`src/shared/sso_consts.vh`:
```
/*
 * Constants of the servo status-output block: register offsets on the APB
 * slave, field positions, reset values and value ranges.
 * Assumes it is included by bare name from files that need these values.
 */
`ifndef SSO_CONSTS_VH
`define SSO_CONSTS_VH

// Register byte offsets.
`define SSO_REG_CTRL        12'h000
`define SSO_REG_VEL_UNDER   12'h004
`define SSO_REG_VEL_OVER    12'h008
`define SSO_REG_TRQ_UNDER   12'h00C
`define SSO_REG_TRQ_OVER    12'h010
`define SSO_REG_THM_UNDER   12'h014
`define SSO_REG_THM_OVER    12'h018
`define SSO_REG_STATUS      12'h01C
`define SSO_REG_ALARM       12'h020

// Control register fields.
`define SSO_CTRL_NEG_LOGIC  0
`define SSO_CTRL_TRQ_OVER_OPENS 1

// Threshold reset value.
`define SSO_THR_RESET       32'h00000000

// Alarm code register values.
`define SSO_ALM_NONE        8'h00
`define SSO_ALM_SW_TRAVEL   8'hF2
`define SSO_ALM_HW_TRAVEL   8'hF3
`define SSO_ALM_THERMAL     8'hA3

// Fixed-point units: velocity in 0.001 rev/s, percentages in 0.01 %.
`define SSO_VEL_MAX         10000
`define SSO_PCT_MAX         10000

`endif

```
`src/rtl/sso_status_out.v`:
```
/*
 * Servo status-output logic: threshold comparators for velocity, torque
 * command and thermal loading, travel-limit, no-fault, home-complete and
 * origin-defined outputs, with APB access to thresholds and status.
 * Assumes all inputs are synchronous to i_clk and the servo loop, alarm
 * detection and home-return sequencer live outside and drive the inputs.
 */
// Overview of operation
// - Velocity-under closes when absolute velocity is at or below its threshold.
// - Velocity-over closes when absolute velocity is at or above its threshold.
// - Torque-under closes when absolute torque command is at or below threshold.
// - Torque-over changes state when absolute torque reaches its threshold.
// - Thermal-under closes when thermal loading is at or below threshold.
// - Thermal-over closes when thermal loading is at or above threshold.
// - All six thresholds reset to zero.
// - Thermal warning A3 rises when thermal loading reaches the warning level.
// - Travel-limit output closes while any software or hardware limit is active.
// - Limits raise alarm F2 for software and F3 for hardware.
// - Limit during a move keeps in-position open.
// - Limit while stopped leaves in-position unchanged.
// - No-fault output closed without faults, open on any alarm or warning.
// - Home-complete closes only after home return at commanded position home.
// - Commanded position is current position plus position error.
// - Nonzero commanded position opens home-complete until next home return.
// - Origin-defined closes after power-up, opens only while home undefined.
// - Alarms A0, A1, A4 turn servo off and make home undefined.
// - Interrupted home return makes home position undefined.
// - Negative output logic inverts every contact state except thermal warning and servo-off.
`timescale 1ns/1ps
`default_nettype none
`include "sso_consts.vh"

module sso_status_out #(
    parameter VEL_W  = 16,
    parameter PCT_W  = 16,
    parameter POS_W  = 24,
    parameter [15:0] THERMAL_WARN_LEVEL = 16'h2710
) (
    input  wire              i_clk,
    input  wire              i_rst_n,
    // APB slave.
    input  wire              psel,
    input  wire              penable,
    input  wire              pwrite,
    input  wire [11:0]       paddr,
    input  wire [31:0]       pwdata,
    output reg  [31:0]       prdata,
    output reg               pready,
    output reg               pslverr,
    // Motor state.
    input  wire [VEL_W-1:0]  i_velocity,
    input  wire [PCT_W-1:0]  i_torque_cmd,
    input  wire [PCT_W-1:0]  i_thermal_load,
    input  wire [POS_W-1:0]  i_cur_position,
    input  wire [POS_W-1:0]  i_pos_error,
    input  wire              i_sw_travel_limit,
    input  wire              i_hw_travel_limit,
    input  wire              i_moving,
    input  wire              i_move_done,
    input  wire              i_other_fault,
    input  wire              i_alarm_sensor,
    input  wire              i_alarm_abs_pos,
    input  wire              i_alarm_overspeed,
    input  wire              i_home_done,
    input  wire              i_home_abort,
    // Status contacts, 1 means closed with positive logic.
    output reg               o_velocity_under_flag,
    output reg               o_velocity_over_flag,
    output reg               o_torque_under_flag,
    output reg               o_torque_over_flag,
    output reg               o_thermal_under_flag,
    output reg               o_thermal_over_flag,
    output reg               o_travel_limit_any_output,
    output reg               o_no_fault_output,
    output reg               o_home_complete_output,
    output reg               o_origin_defined_output,
    output reg               o_in_position_output,
    output reg               o_thermal_warning,
    output reg               o_servo_off,
    output reg  [7:0]        o_alarm_code
);

    ////////////////////////////////////////////////////////////////////////////
    // Register file.
    reg  [1:0]        ctrl_q;
    reg  [VEL_W-1:0]  vel_under_q;
    reg  [VEL_W-1:0]  vel_over_q;
    reg  [PCT_W-1:0]  trq_under_q;
    reg  [PCT_W-1:0]  trq_over_q;
    reg  [PCT_W-1:0]  thm_under_q;
    reg  [PCT_W-1:0]  thm_over_q;

    // Internal state.
    reg               home_valid_q;
    reg               home_defined_q;
    reg               in_pos_q;
    reg  [7:0]        alarm_q;
    reg               warn_q;
    reg               servo_off_q;

    wire              wr_en;
    wire              rd_en;
    wire              addr_ok;
    wire [VEL_W-1:0]  vel_abs;
    wire [PCT_W-1:0]  trq_abs;
    wire [POS_W-1:0]  cmd_pos;
    wire              any_limit;
    wire              home_alarm;
    wire              warn_now;
    wire              fault_now;
    wire              neg;
    wire              trq_over_hit;

    // Threshold reset value, cut to each threshold's width below.
    localparam [31:0] THR_RST = `SSO_THR_RESET;

    // Address decode for the known registers.
    assign addr_ok = (paddr == `SSO_REG_CTRL)      || (paddr == `SSO_REG_VEL_UNDER) ||
                     (paddr == `SSO_REG_VEL_OVER)  || (paddr == `SSO_REG_TRQ_UNDER) ||
                     (paddr == `SSO_REG_TRQ_OVER)  || (paddr == `SSO_REG_THM_UNDER) ||
                     (paddr == `SSO_REG_THM_OVER)  || (paddr == `SSO_REG_STATUS)    ||
                     (paddr == `SSO_REG_ALARM);
    // Access phase with zero wait states: pready is high in every access.
    assign wr_en = psel && penable && pwrite && pready;
    assign rd_en = psel && !penable && !pwrite;

    // Threshold and control register writes.
    always @(posedge i_clk) begin
        if (!i_rst_n) begin
            ctrl_q      <= 2'h0;
            vel_under_q <= THR_RST[VEL_W-1:0];
            vel_over_q  <= THR_RST[VEL_W-1:0];
            trq_under_q <= THR_RST[PCT_W-1:0];
            trq_over_q  <= THR_RST[PCT_W-1:0];
            thm_under_q <= THR_RST[PCT_W-1:0];
            thm_over_q  <= THR_RST[PCT_W-1:0];
        end else if (wr_en) begin
            case (paddr)
                `SSO_REG_CTRL:      ctrl_q      <= pwdata[1:0];
                `SSO_REG_VEL_UNDER: vel_under_q <= pwdata[VEL_W-1:0];
                `SSO_REG_VEL_OVER:  vel_over_q  <= pwdata[VEL_W-1:0];
                `SSO_REG_TRQ_UNDER: trq_under_q <= pwdata[PCT_W-1:0];
                `SSO_REG_TRQ_OVER:  trq_over_q  <= pwdata[PCT_W-1:0];
                `SSO_REG_THM_UNDER: thm_under_q <= pwdata[PCT_W-1:0];
                `SSO_REG_THM_OVER:  thm_over_q  <= pwdata[PCT_W-1:0];
                default:            ctrl_q      <= ctrl_q;
            endcase
        end
    end

    // APB answer: read data is registered in the setup cycle, ready in access.
    always @(posedge i_clk) begin
        if (!i_rst_n) begin
            prdata  <= 32'h00000000;
            pready  <= 1'b0;
            pslverr <= 1'b0;
        end else begin
            pready  <= psel && !penable;
            pslverr <= psel && !penable && !addr_ok;
            if (rd_en) begin
                case (paddr)
                    `SSO_REG_CTRL:      prdata <= {30'h0, ctrl_q};
                    `SSO_REG_VEL_UNDER: prdata <= {{(32-VEL_W){1'b0}}, vel_under_q};
                    `SSO_REG_VEL_OVER:  prdata <= {{(32-VEL_W){1'b0}}, vel_over_q};
                    `SSO_REG_TRQ_UNDER: prdata <= {{(32-PCT_W){1'b0}}, trq_under_q};
                    `SSO_REG_TRQ_OVER:  prdata <= {{(32-PCT_W){1'b0}}, trq_over_q};
                    `SSO_REG_THM_UNDER: prdata <= {{(32-PCT_W){1'b0}}, thm_under_q};
                    `SSO_REG_THM_OVER:  prdata <= {{(32-PCT_W){1'b0}}, thm_over_q};
                    `SSO_REG_STATUS:    prdata <= {18'h0, servo_off_q, warn_q, in_pos_q,
                                                   home_defined_q, home_valid_q,
                                                   o_travel_limit_any_output, 2'b00,
                                                   o_thermal_over_flag, o_thermal_under_flag,
                                                   o_torque_over_flag, o_torque_under_flag,
                                                   o_velocity_over_flag, o_velocity_under_flag};
                    `SSO_REG_ALARM:     prdata <= {24'h0, alarm_q};
                    default:            prdata <= 32'h00000000;
                endcase
            end else begin
                // Writes and idle cycles show zero read data.
                prdata <= 32'h00000000;
            end
        end
    end

    ////////////////////////////////////////////////////////////////////////////
    // Magnitudes and commanded position, velocity and torque are two's complement.
    assign vel_abs   = i_velocity[VEL_W-1] ? (~i_velocity + 1'b1) : i_velocity;
    assign trq_abs   = i_torque_cmd[PCT_W-1] ? (~i_torque_cmd + 1'b1) : i_torque_cmd;
    assign cmd_pos   = i_cur_position + i_pos_error;
    assign any_limit = i_sw_travel_limit || i_hw_travel_limit;
    assign home_alarm = i_alarm_sensor || i_alarm_abs_pos || i_alarm_overspeed;
    assign warn_now  = (i_thermal_load >= THERMAL_WARN_LEVEL);
    assign fault_now = any_limit || home_alarm || warn_now || i_other_fault;
    assign neg       = ctrl_q[`SSO_CTRL_NEG_LOGIC];
    // Torque-over closes on reach by default; control bit 1 selects opening.
    assign trq_over_hit = (trq_abs >= trq_over_q) ^ ctrl_q[`SSO_CTRL_TRQ_OVER_OPENS];

    // Home position tracking, alarms and in-position state.
    always @(posedge i_clk) begin
        if (!i_rst_n) begin
            home_valid_q   <= 1'b0;
            home_defined_q <= 1'b1;
            in_pos_q       <= 1'b0;
            alarm_q        <= `SSO_ALM_NONE;
            warn_q         <= 1'b0;
            servo_off_q    <= 1'b0;
        end else begin
            // Home-complete qualifies on finish at home; moves away drop it.
            if (i_home_done && cmd_pos == {POS_W{1'b0}})
                home_valid_q <= 1'b1;
            else if (cmd_pos != {POS_W{1'b0}} || i_home_abort)
                home_valid_q <= 1'b0;
            // Undefined home wins over a simultaneous finish.
            if (home_alarm || i_home_abort)
                home_defined_q <= 1'b0;
            else if (i_home_done)
                home_defined_q <= 1'b1;
            servo_off_q <= servo_off_q || home_alarm;
            // A limit mid-move keeps in-position open; stopped it is held.
            if (any_limit && i_moving)
                in_pos_q <= 1'b0;
            else if (i_moving)
                in_pos_q <= 1'b0;
            else if (i_move_done && !any_limit)
                in_pos_q <= 1'b1;
            warn_q <= warn_now;
            if (i_sw_travel_limit)
                alarm_q <= `SSO_ALM_SW_TRAVEL;
            else if (i_hw_travel_limit)
                alarm_q <= `SSO_ALM_HW_TRAVEL;
            else if (warn_now)
                alarm_q <= `SSO_ALM_THERMAL;
            else
                alarm_q <= `SSO_ALM_NONE;
        end
    end

    ////////////////////////////////////////////////////////////////////////////
    // Contact outputs, registered once per control cycle; polarity skips warning, servo-off and alarm code.
    always @(posedge i_clk) begin
        if (!i_rst_n) begin
            o_velocity_under_flag     <= 1'b0;
            o_velocity_over_flag      <= 1'b0;
            o_torque_under_flag       <= 1'b0;
            o_torque_over_flag        <= 1'b0;
            o_thermal_under_flag      <= 1'b0;
            o_thermal_over_flag       <= 1'b0;
            o_travel_limit_any_output <= 1'b0;
            o_no_fault_output         <= 1'b0;
            o_home_complete_output    <= 1'b0;
            o_origin_defined_output   <= 1'b0;
            o_in_position_output      <= 1'b0;
            o_thermal_warning         <= 1'b0;
            o_servo_off               <= 1'b0;
            o_alarm_code              <= 8'h00;
        end else begin
            o_velocity_under_flag     <= (vel_abs <= vel_under_q) ^ neg;
            o_velocity_over_flag      <= (vel_abs >= vel_over_q) ^ neg;
            o_torque_under_flag       <= (trq_abs <= trq_under_q) ^ neg;
            o_torque_over_flag        <= trq_over_hit ^ neg;
            o_thermal_under_flag      <= (i_thermal_load <= thm_under_q) ^ neg;
            o_thermal_over_flag       <= (i_thermal_load >= thm_over_q) ^ neg;
            o_travel_limit_any_output <= any_limit ^ neg;
            o_no_fault_output         <= (!fault_now) ^ neg;
            o_home_complete_output    <= home_valid_q ^ neg;
            o_origin_defined_output   <= home_defined_q ^ neg;
            o_in_position_output      <= in_pos_q ^ neg;
            o_thermal_warning         <= warn_q;
            o_servo_off               <= servo_off_q;
            o_alarm_code              <= alarm_q;
        end
    end

endmodule // sso_status_out
`default_nettype wire

```
`config.mk`:
```
export PLATFORM = sky130hd
export DESIGN_NAME = sso_status_out
export DESIGN_NICKNAME = d
export VERILOG_FILES = /design/src/rtl/sso_status_out.v
export VERILOG_INCLUDE_DIRS = /design/src /design/src/shared
export SDC_FILE = /design/constraint.sdc
export NUM_CORES = 1
export LEC_CHECK = 0
export ABC_AREA = 1
export ABC_CLOCK_PERIOD_IN_PS = 6550
export BUFFER_PORTS_ARGS = -buffer_cell sky130_fd_sc_hd__buf_4
export CAP_MARGIN = 40
export CORE_MARGIN = 2
export CORE_UTILIZATION = 30
export DETAILED_ROUTE_END_ITERATION = 7
export SYNTH_ARGS = -nofsm -noshare
export SYNTH_HDL_FRONTEND = slang
export SYNTH_SLANG_ARGS = --single-unit
```
`constraint.sdc`:
```
create_clock -name i_clk -period 6.55 [get_ports i_clk]
set_input_delay 0.655 -clock i_clk [delete_from_list [all_inputs] [get_ports i_clk]]
set_output_delay 0.655 -clock i_clk [all_outputs]
set_load 0.02 [all_outputs]
```
==> qor.yml, run 1 <==
die:
  die_h_um: 186.5
  coreArea_um2: 32700
  die_area_um2: 34770
  initial_core_util: 0.3054
  io_pins: 210
  rows: 66
  dieWidth_um: 186.5
clock_tree:
  ctsHoldBuffers: 0
  cts_buffers: 17
  insertion_delay_ns: 0.43
  path_clk_slew_ns: 0.06
  post_cts_buffers: 0
  cts_resized: 0
  clockRootBuffer: "clkbuf_16"
  cts.sinks: 140
  cts_tree: "built"
  cts_htree_levels: 4
  clk_path_buf_depth: 2
timing:
  rsz0062_at_grt: "no"
  layout_min_cycle_time_ns: 3.200
  skew_ns: 0.007535
  slew_violations: 0
  max_slew_margin: 0.4036
  fin_crit_sh: 0.4886
  setup_violations: 0
  final-hold-violation-count: 0
  worst_slew_pin_slew_ns: 0.8925
  fmax_ghz: 0.3125
  finalSetupTns_ns: 0
grt:
  grt_pass1_vias: 9351
  grt.total_usage: 0.1867
  grt_use_met2: 0.3055
  antenna_found_initial: 0
  grt_max_degree: 63
  top_usage_layer: "met2"
  grt_pass1_wl_mm: 50.87
  overflow: 0
  use_met3: 0.03254
  met1_usage: 0.2465
placement:
  place_area_um2: 11730
  dp_hpwl_mm: 26.52
  portBuffers: 175
  gp_congestion: 0.9192
synthesis:
  synth.cell_area_um2: 9988
  seq_area_frac_synth: 0.2806
  avgSynthCellArea_um2: 6.990
  synth_cell_types: 47
  synth-edff-count: 0
  yosysWarnings: 0
  synth_async_sr_flop_share: 0
  ys_seq_elements: 140
  synth_cells: 1429
  ys.flop_type: "dfxtp_1"
finish:
  fin_area_um2: 12300
  drive_gt1_frac: 0.1564
  layout_commonest_cell: "nand2_1"
  num-nets-final: 1862
  seq_area_um2: 2803
  multiInputGateArea_um2: 6128
  diodes: 0
  area_growth_pct: 23.11
  filler_cell_count: 3495
  final_cell_mix: "nand2_1 (244), inv_1 (204), buf_4 (176), a21oi_1 (164)"
hold_path:
  hp-class: "input pin to flip-flop"
route:
  vias: 9970
  viasPerCell: 4.887
  ant_nets: 0
  wl_mm: 33.02
  drt-initial-drc-count: 698
  drc_errors: 0
  first_pass_iters: 6
  wl_per_cell_um: 16.19
power_and_ir_drop:
  leakagePower_nw: 5.401
  clockPowerShare: 0.416
  vdd_drop_max_v: 0.0001109
  p_switching_w: 0.0006757
  p_seq_frac: 0.383
  p_comb_frac: 0.201
  p_sw_frac: 0.2975
  p_int_w: 0.001595
  cellPowerDensity_nw_per_um2: 184.7
worst_setup_path:
  required_ns: 6.87
  end_kind: "flip-flop"
  crit_fanout: 4
  slowest_stage: "nor4_1"
  arrival_ns: 3.52
  critPathKind: "input pin to flip-flop"
  worstSetupStartpointType: "input pin"
  crit_path_max_incr_delay_ns: 0.37
  cp_cell_sequence: "buf_4, inv_1, ha_1, inv_1, nor3_1, nand2_1, nor3_1, nand3_1, o31ai_1, xnor2_1, ha_1, nand2_1, nor2_1, nor4_1, nand2_1, nand2_1, nand2_1, nand2_1, nor2_1"
  worst_path_most_repeated_cell: "nand2_1"
run_status:
  status: "complete, no violations"
job:
  cap_violations: 0
## critical path, delay by kind of cell
kind / cells / cell delay, ns
simple gates: 12 / 1.61
fa+ha+maj: 2 / 0.47
xor+xnor: 1 / 0.21
buf+inv: 3 / 0.29
compound gates: 1 / 0.26
## cells by family after synthesis
group                    synth area share
XOR/XNOR                          0.02718
other                           0.0003754
AND/OR/NAND/NOR                    0.2148
AO/OA/AOI/OAI                      0.2112
flip-flops                         0.2806
adder cells (fa/ha/maj)            0.1536
buffers and inverters              0.1122
## cells in the mapped netlist, types with 3 or more instances
| cell type | count | area share |
|---|---|---|
| nand2_1 | 244 | 0.092 |
| inv_1 | 204 | 0.077 |
| a21oi_1 | 164 | 0.082 |
| dfxtp_1 | 140 | 0.28 |
| nor2_1 | 140 | 0.053 |
| ha_1 | 121 | 0.15 |
| o21ai_0 | 84 | 0.042 |
| nand3_1 | 53 | 0.027 |
| a211oi_1 | 32 | 0.024 |
| clkbuf_1 | 31 | 0.012 |
| o22ai_1 | 28 | 0.018 |
| buf_4 | 22 | 0.017 |
| nor3_1 | 21 | 0.011 |
| xor2_1 | 19 | 0.017 |
| a211oi_2 | 16 | 0.020 |
| nand4_1 | 16 | 0.010 |
| xnor2_1 | 12 | 0.011 |
| a31oi_1 | 7 | 0.0044 |
| nand3b_1 | 7 | 0.0053 |
| nor4_1 | 7 | 0.0044 |
| inv_2 | 6 | 0.0023 |
| o211ai_1 | 6 | 0.0045 |
| nor2_2 | 5 | 0.0031 |
| o21a_1 | 5 | 0.0038 |
| buf_2 | 4 | 0.0020 |
| a221oi_1 | 3 | 0.0026 |
| buf_1 | 3 | 0.0011 |
| nor3_2 | 3 | 0.0030 |
| o31ai_1 | 3 | 0.0023 |
## power groups by stage
stage	Sequential [W]	Combinational, W	Clock [W]
after floorplan	0.000892	0.000285	0
after detailed placement	0.000888	0.000457	0
after CTS	0.000869	0.000460	0.000954
after global placement	0.000888	0.000447	0
final	0.000869	0.000457	0.000944
after global routing	0.000870	0.000524	0.000992
## stage by stage
| step | power [W] | hold WS, ns | cells | utilization | worst slack [ns] |
|---|---|---|---|---|---|
| after floorplan | 0.001178 | 0.4069 | 1446 | - | 3.611 |
| after global placement | 0.001336 | 0.4246 | 2003 | 0.3548 | 2.799 |
| after detailed placement | 0.001345 | 0.4252 | 2008 | 0.3586 | 2.799 |
| after CTS | 0.002283 | 0.3813 | 2040 | 0.3760 | 3.246 |
| after global routing | 0.002386 | 0.3891 | 2040 | 0.3760 | 2.952 |
| final | 0.002271 | 0.3951 | 2040 | 0.3760 | 3.350 |
## metal layers
layer / up-vias / share of wire
li1: 5098 / -
met1: 4496 / 0.45
met2: 323 / 0.45
met3: 53 / 0.064
met4: 0 / 0.031
met5: - / 0
## path summary, 6_finish.rpt
check        slack (ns)  cells past startpoint                   start                        endpoint
max                3.35                     19         i_torque_cmd[0]  o_torque_under_flag$_SDFF_PN0_
min                0.40                      2                i_moving           in_pos_q$_SDFFE_PP0P_
max reg2reg        4.50                      6  ctrl_q[0]$_SDFFE_PN0P_            prdata[0]$_SDFF_PN0_
min reg2reg        0.43                      2   alarm_q[6]$_SDFF_PN0_      o_alarm_code[6]$_SDFF_PN0_
## sequential cells by signal, summed over array words and instances (netlist names), 2 cells and up
signal        flops
prdata           16
thm_over_q       16
thm_under_q      16
trq_over_q       16
trq_under_q      16
vel_over_q       16
vel_under_q      16
alarm_q           3
o_alarm_code      3
ctrl_q            2
## layout make-up
type / count / area share
clock buffers: 20 / 0.03714
clock inverters: 12 / 0.009158
inverters: 212 / 0.06481
multi-input cells: 1033 / 0.4984
flip-flops and latches: 140 / 0.2279
well taps: 442 / 0.04497
repair buffers: 181 / 0.1176
No activity file was read; power rests on OpenSTA's default activity.
==> run 2, diff against run 1 <==
Settings changed: ABC_CLOCK_PERIOD_IN_PS 6550 to 3200.
Clock period 6.55 ns to 3.2 ns, I/O delays scaled along.
==> run 2 against run 1 <==
Net effect:
- critical path depth up 1
- largest power group unchanged
- highest routed layer unchanged
- hold slack lost 0.33 ns
- combinational power is 110% higher
- largest cell class unchanged
- flip-flop and latch count unchanged
- routed wire length is 0.72% higher
- via count rose by 1.1%
- clock skew rose by 0.0040 ns
- non-clock buffer count rose by 9
- register-to-register slack got worse by 3.1 ns
- clock power is 120% higher
==> qor.yml, run 2 (synthesis gave the netlist of run 1 again) <==
timing:
  final-hold-violation-count: 0  # unchanged
  setup_violations: 0  # unchanged
  layout_min_cycle_time_ns: 2.567
  holdWs_ns: 0.06111  # -0.3340 ns
  skew_ns: 0.01157  # +0.004034 ns
  fin_crit_sh: 0.8022
  worst_slew_pin_slew_ns: 0.7028  # -0.1897 ns
  setup_slack_ns: 0.6331  # -2.717 ns
  finalSetupTns_ns: 0  # unchanged
  fmax_ghz: 0.3896
  slew_violations: 0  # unchanged
  max_slew_margin: 0.5315  # +0.1279
  rsz0062_at_grt: "no"
clock_tree:
  post_cts_buffers: 0  # unchanged
  cts.sinks: 140  # unchanged
  cts_htree_levels: 4  # unchanged
  clk_path_buf_depth: 2  # unchanged
  cts_tree: "built"
  cts_buffers: 17  # unchanged
  path_clk_slew_ns: 0.06  # about the same
  insertion_delay_ns: 0.43  # about the same
  ctsHoldBuffers: 0  # unchanged
  clockRootBuffer: "clkbuf_16"
  cts_resized: 0  # unchanged
die:
  dieWidth_um: 186.5  # unchanged
  initial_core_util: 0.3054  # unchanged
  die_area_um2: 34770  # unchanged
  io_pins: 210  # unchanged
  rows: 66  # unchanged
  die_h_um: 186.5  # unchanged
  coreArea_um2: 32700  # unchanged
worst_setup_path:
  worstSetupStartpointType: "input pin"
  end_kind: "flip-flop"
  required_ns: 3.52  # -3.35 ns
  crit_fanout: 3  # -1
  cp-startpoint: "i_torque_cmd[0]"
  r2r_start: "thm_under_q[3]$_SDFFE_PN0P_"
  critPathKind: "input pin to flip-flop"
  arrival_ns: 2.89  # -0.63 ns
finish:
  area_growth_pct: 23.74
  num-nets-final: 1871  # +0.48%
  diodes: 0  # unchanged
  layout_commonest_cell: "nand2_1"
  drive_gt1_frac: 0.1618  # +0.005347
  final_cell_mix: "nand2_1 (244), inv_1 (204), buf_4 (188), a21oi_1 (164)"
grt:
  antenna_found_initial: 0  # unchanged
  grt_max_degree: 62  # -1.6%
  overflow: 0  # unchanged
  grt_pass1_wl_mm: 51.77  # +1.8%
  grt_pass1_vias: 9482  # +1.4%
  grt.total_usage: 0.1894  # +0.002717
route:
  drc_errors: 0  # unchanged
  viasPerCell: 4.918  # +0.64%
  wl_mm: 33.26  # +0.72%
  vias: 10078  # +1.1%
  ant_nets: 0  # unchanged
  wl_per_cell_um: 16.23  # +0.28%
  drt-initial-drc-count: 772  # +11%
  first_pass_iters: 5  # -1
power_and_ir_drop:
  leakagePower_nw: 5.449  # +0.89%
  vdd_drop_max_v: 0.0002571  # +130%
  cellPowerDensity_nw_per_um2: 391.2  # +110%
job:
  cap_violations: 0  # unchanged
placement:
  dpl_worst_slack_ns: 0.1737  # -2.625 ns
  portBuffers: 175  # unchanged
  dp_hpwl_mm: 26.67  # +0.57%
  gp_congestion: 0.9426  # +2.5%
hold_path:
  hp-start: "i_moving"
  hp-class: "input pin to flip-flop"
run_status:
  status: "complete, no violations"
run 2: layout make-up:
| cell class | instances | area [um^2] |
|---|---|---|
| clock buffer | 18 | 439.2 |
| clock inverter | 14 | 185.2 |
| fill | 3525 | 20340 |
| inverter | 212 | 797.0 |
| multi-input combinational | 1033 | 6128 |
| sequential | 140 | 2803 |
| tap | 442 | 553.0 |
| timing repair buffer | 190 | 1454 |
run 2: report_power, final:
| part | switching (W) | internal (W) | leakage, nW |
|---|---|---|---|
| Clock | 0.000846 | 0.00127 | 0.301 |
| Sequential | 0.0000178 | 0.00176 | 1.13 |
| Combinational | 0.000553 | 0.000391 | 4.02 |
| Total | 0.00142 | 0.00342 | 5.45 |
run 2: routing by layer:
metal  GRT usage  share of wire  vias up
met3     0.02370          0.059       52
met5           0              0        -
li1            -              -     5103
met1      0.2543           0.46     4569
met4     0.07448          0.035        0
met2      0.3093           0.45      354
run 2: stage by stage:
stage                     std cells    util  cell area [um^2]  power (W)
after floorplan                1446       -             10050   0.002411
after global placement         2015  0.3576             11690   0.002743
after detailed placement       2017  0.3589             11740   0.002760
after CTS                      2049  0.3779             12360   0.004856
after global routing           2049  0.3779             12360   0.005068
final                          2049  0.3779             12360   0.004835
run 2: critical path: stages:
cell     delay [ns]
buf_4          0.10
inv_1          0.06
buf_4          0.12
nand3_1        0.08
nor2_1         0.14
nand4_1        0.12
nor2_1         0.11
nand2_1        0.07
nor3_1         0.20
nand2_1        0.10
nor4_1         0.35
ha_1           0.34
nand2_1        0.08
nor2_1         0.04
nor4_1         0.31
nand2_1        0.09
nand2_1        0.08
nand2_1        0.05
nand2_1        0.06
nor2_1         0.04
run 2: worst paths after layout:
check / to / depth (start not counted) / slack (ns)
setup reg to reg: o_thermal_under_flag$_SDFF_PN0_ / 11 / 1.39
setup / recovery: o_torque_under_flag$_SDFF_PN0_ / 20 / 0.63
hold / removal: in_pos_q$_SDFFE_PP0P_ / 2 / 0.06
hold reg to reg: o_alarm_code[6]$_SDFF_PN0_ / 2 / 0.42
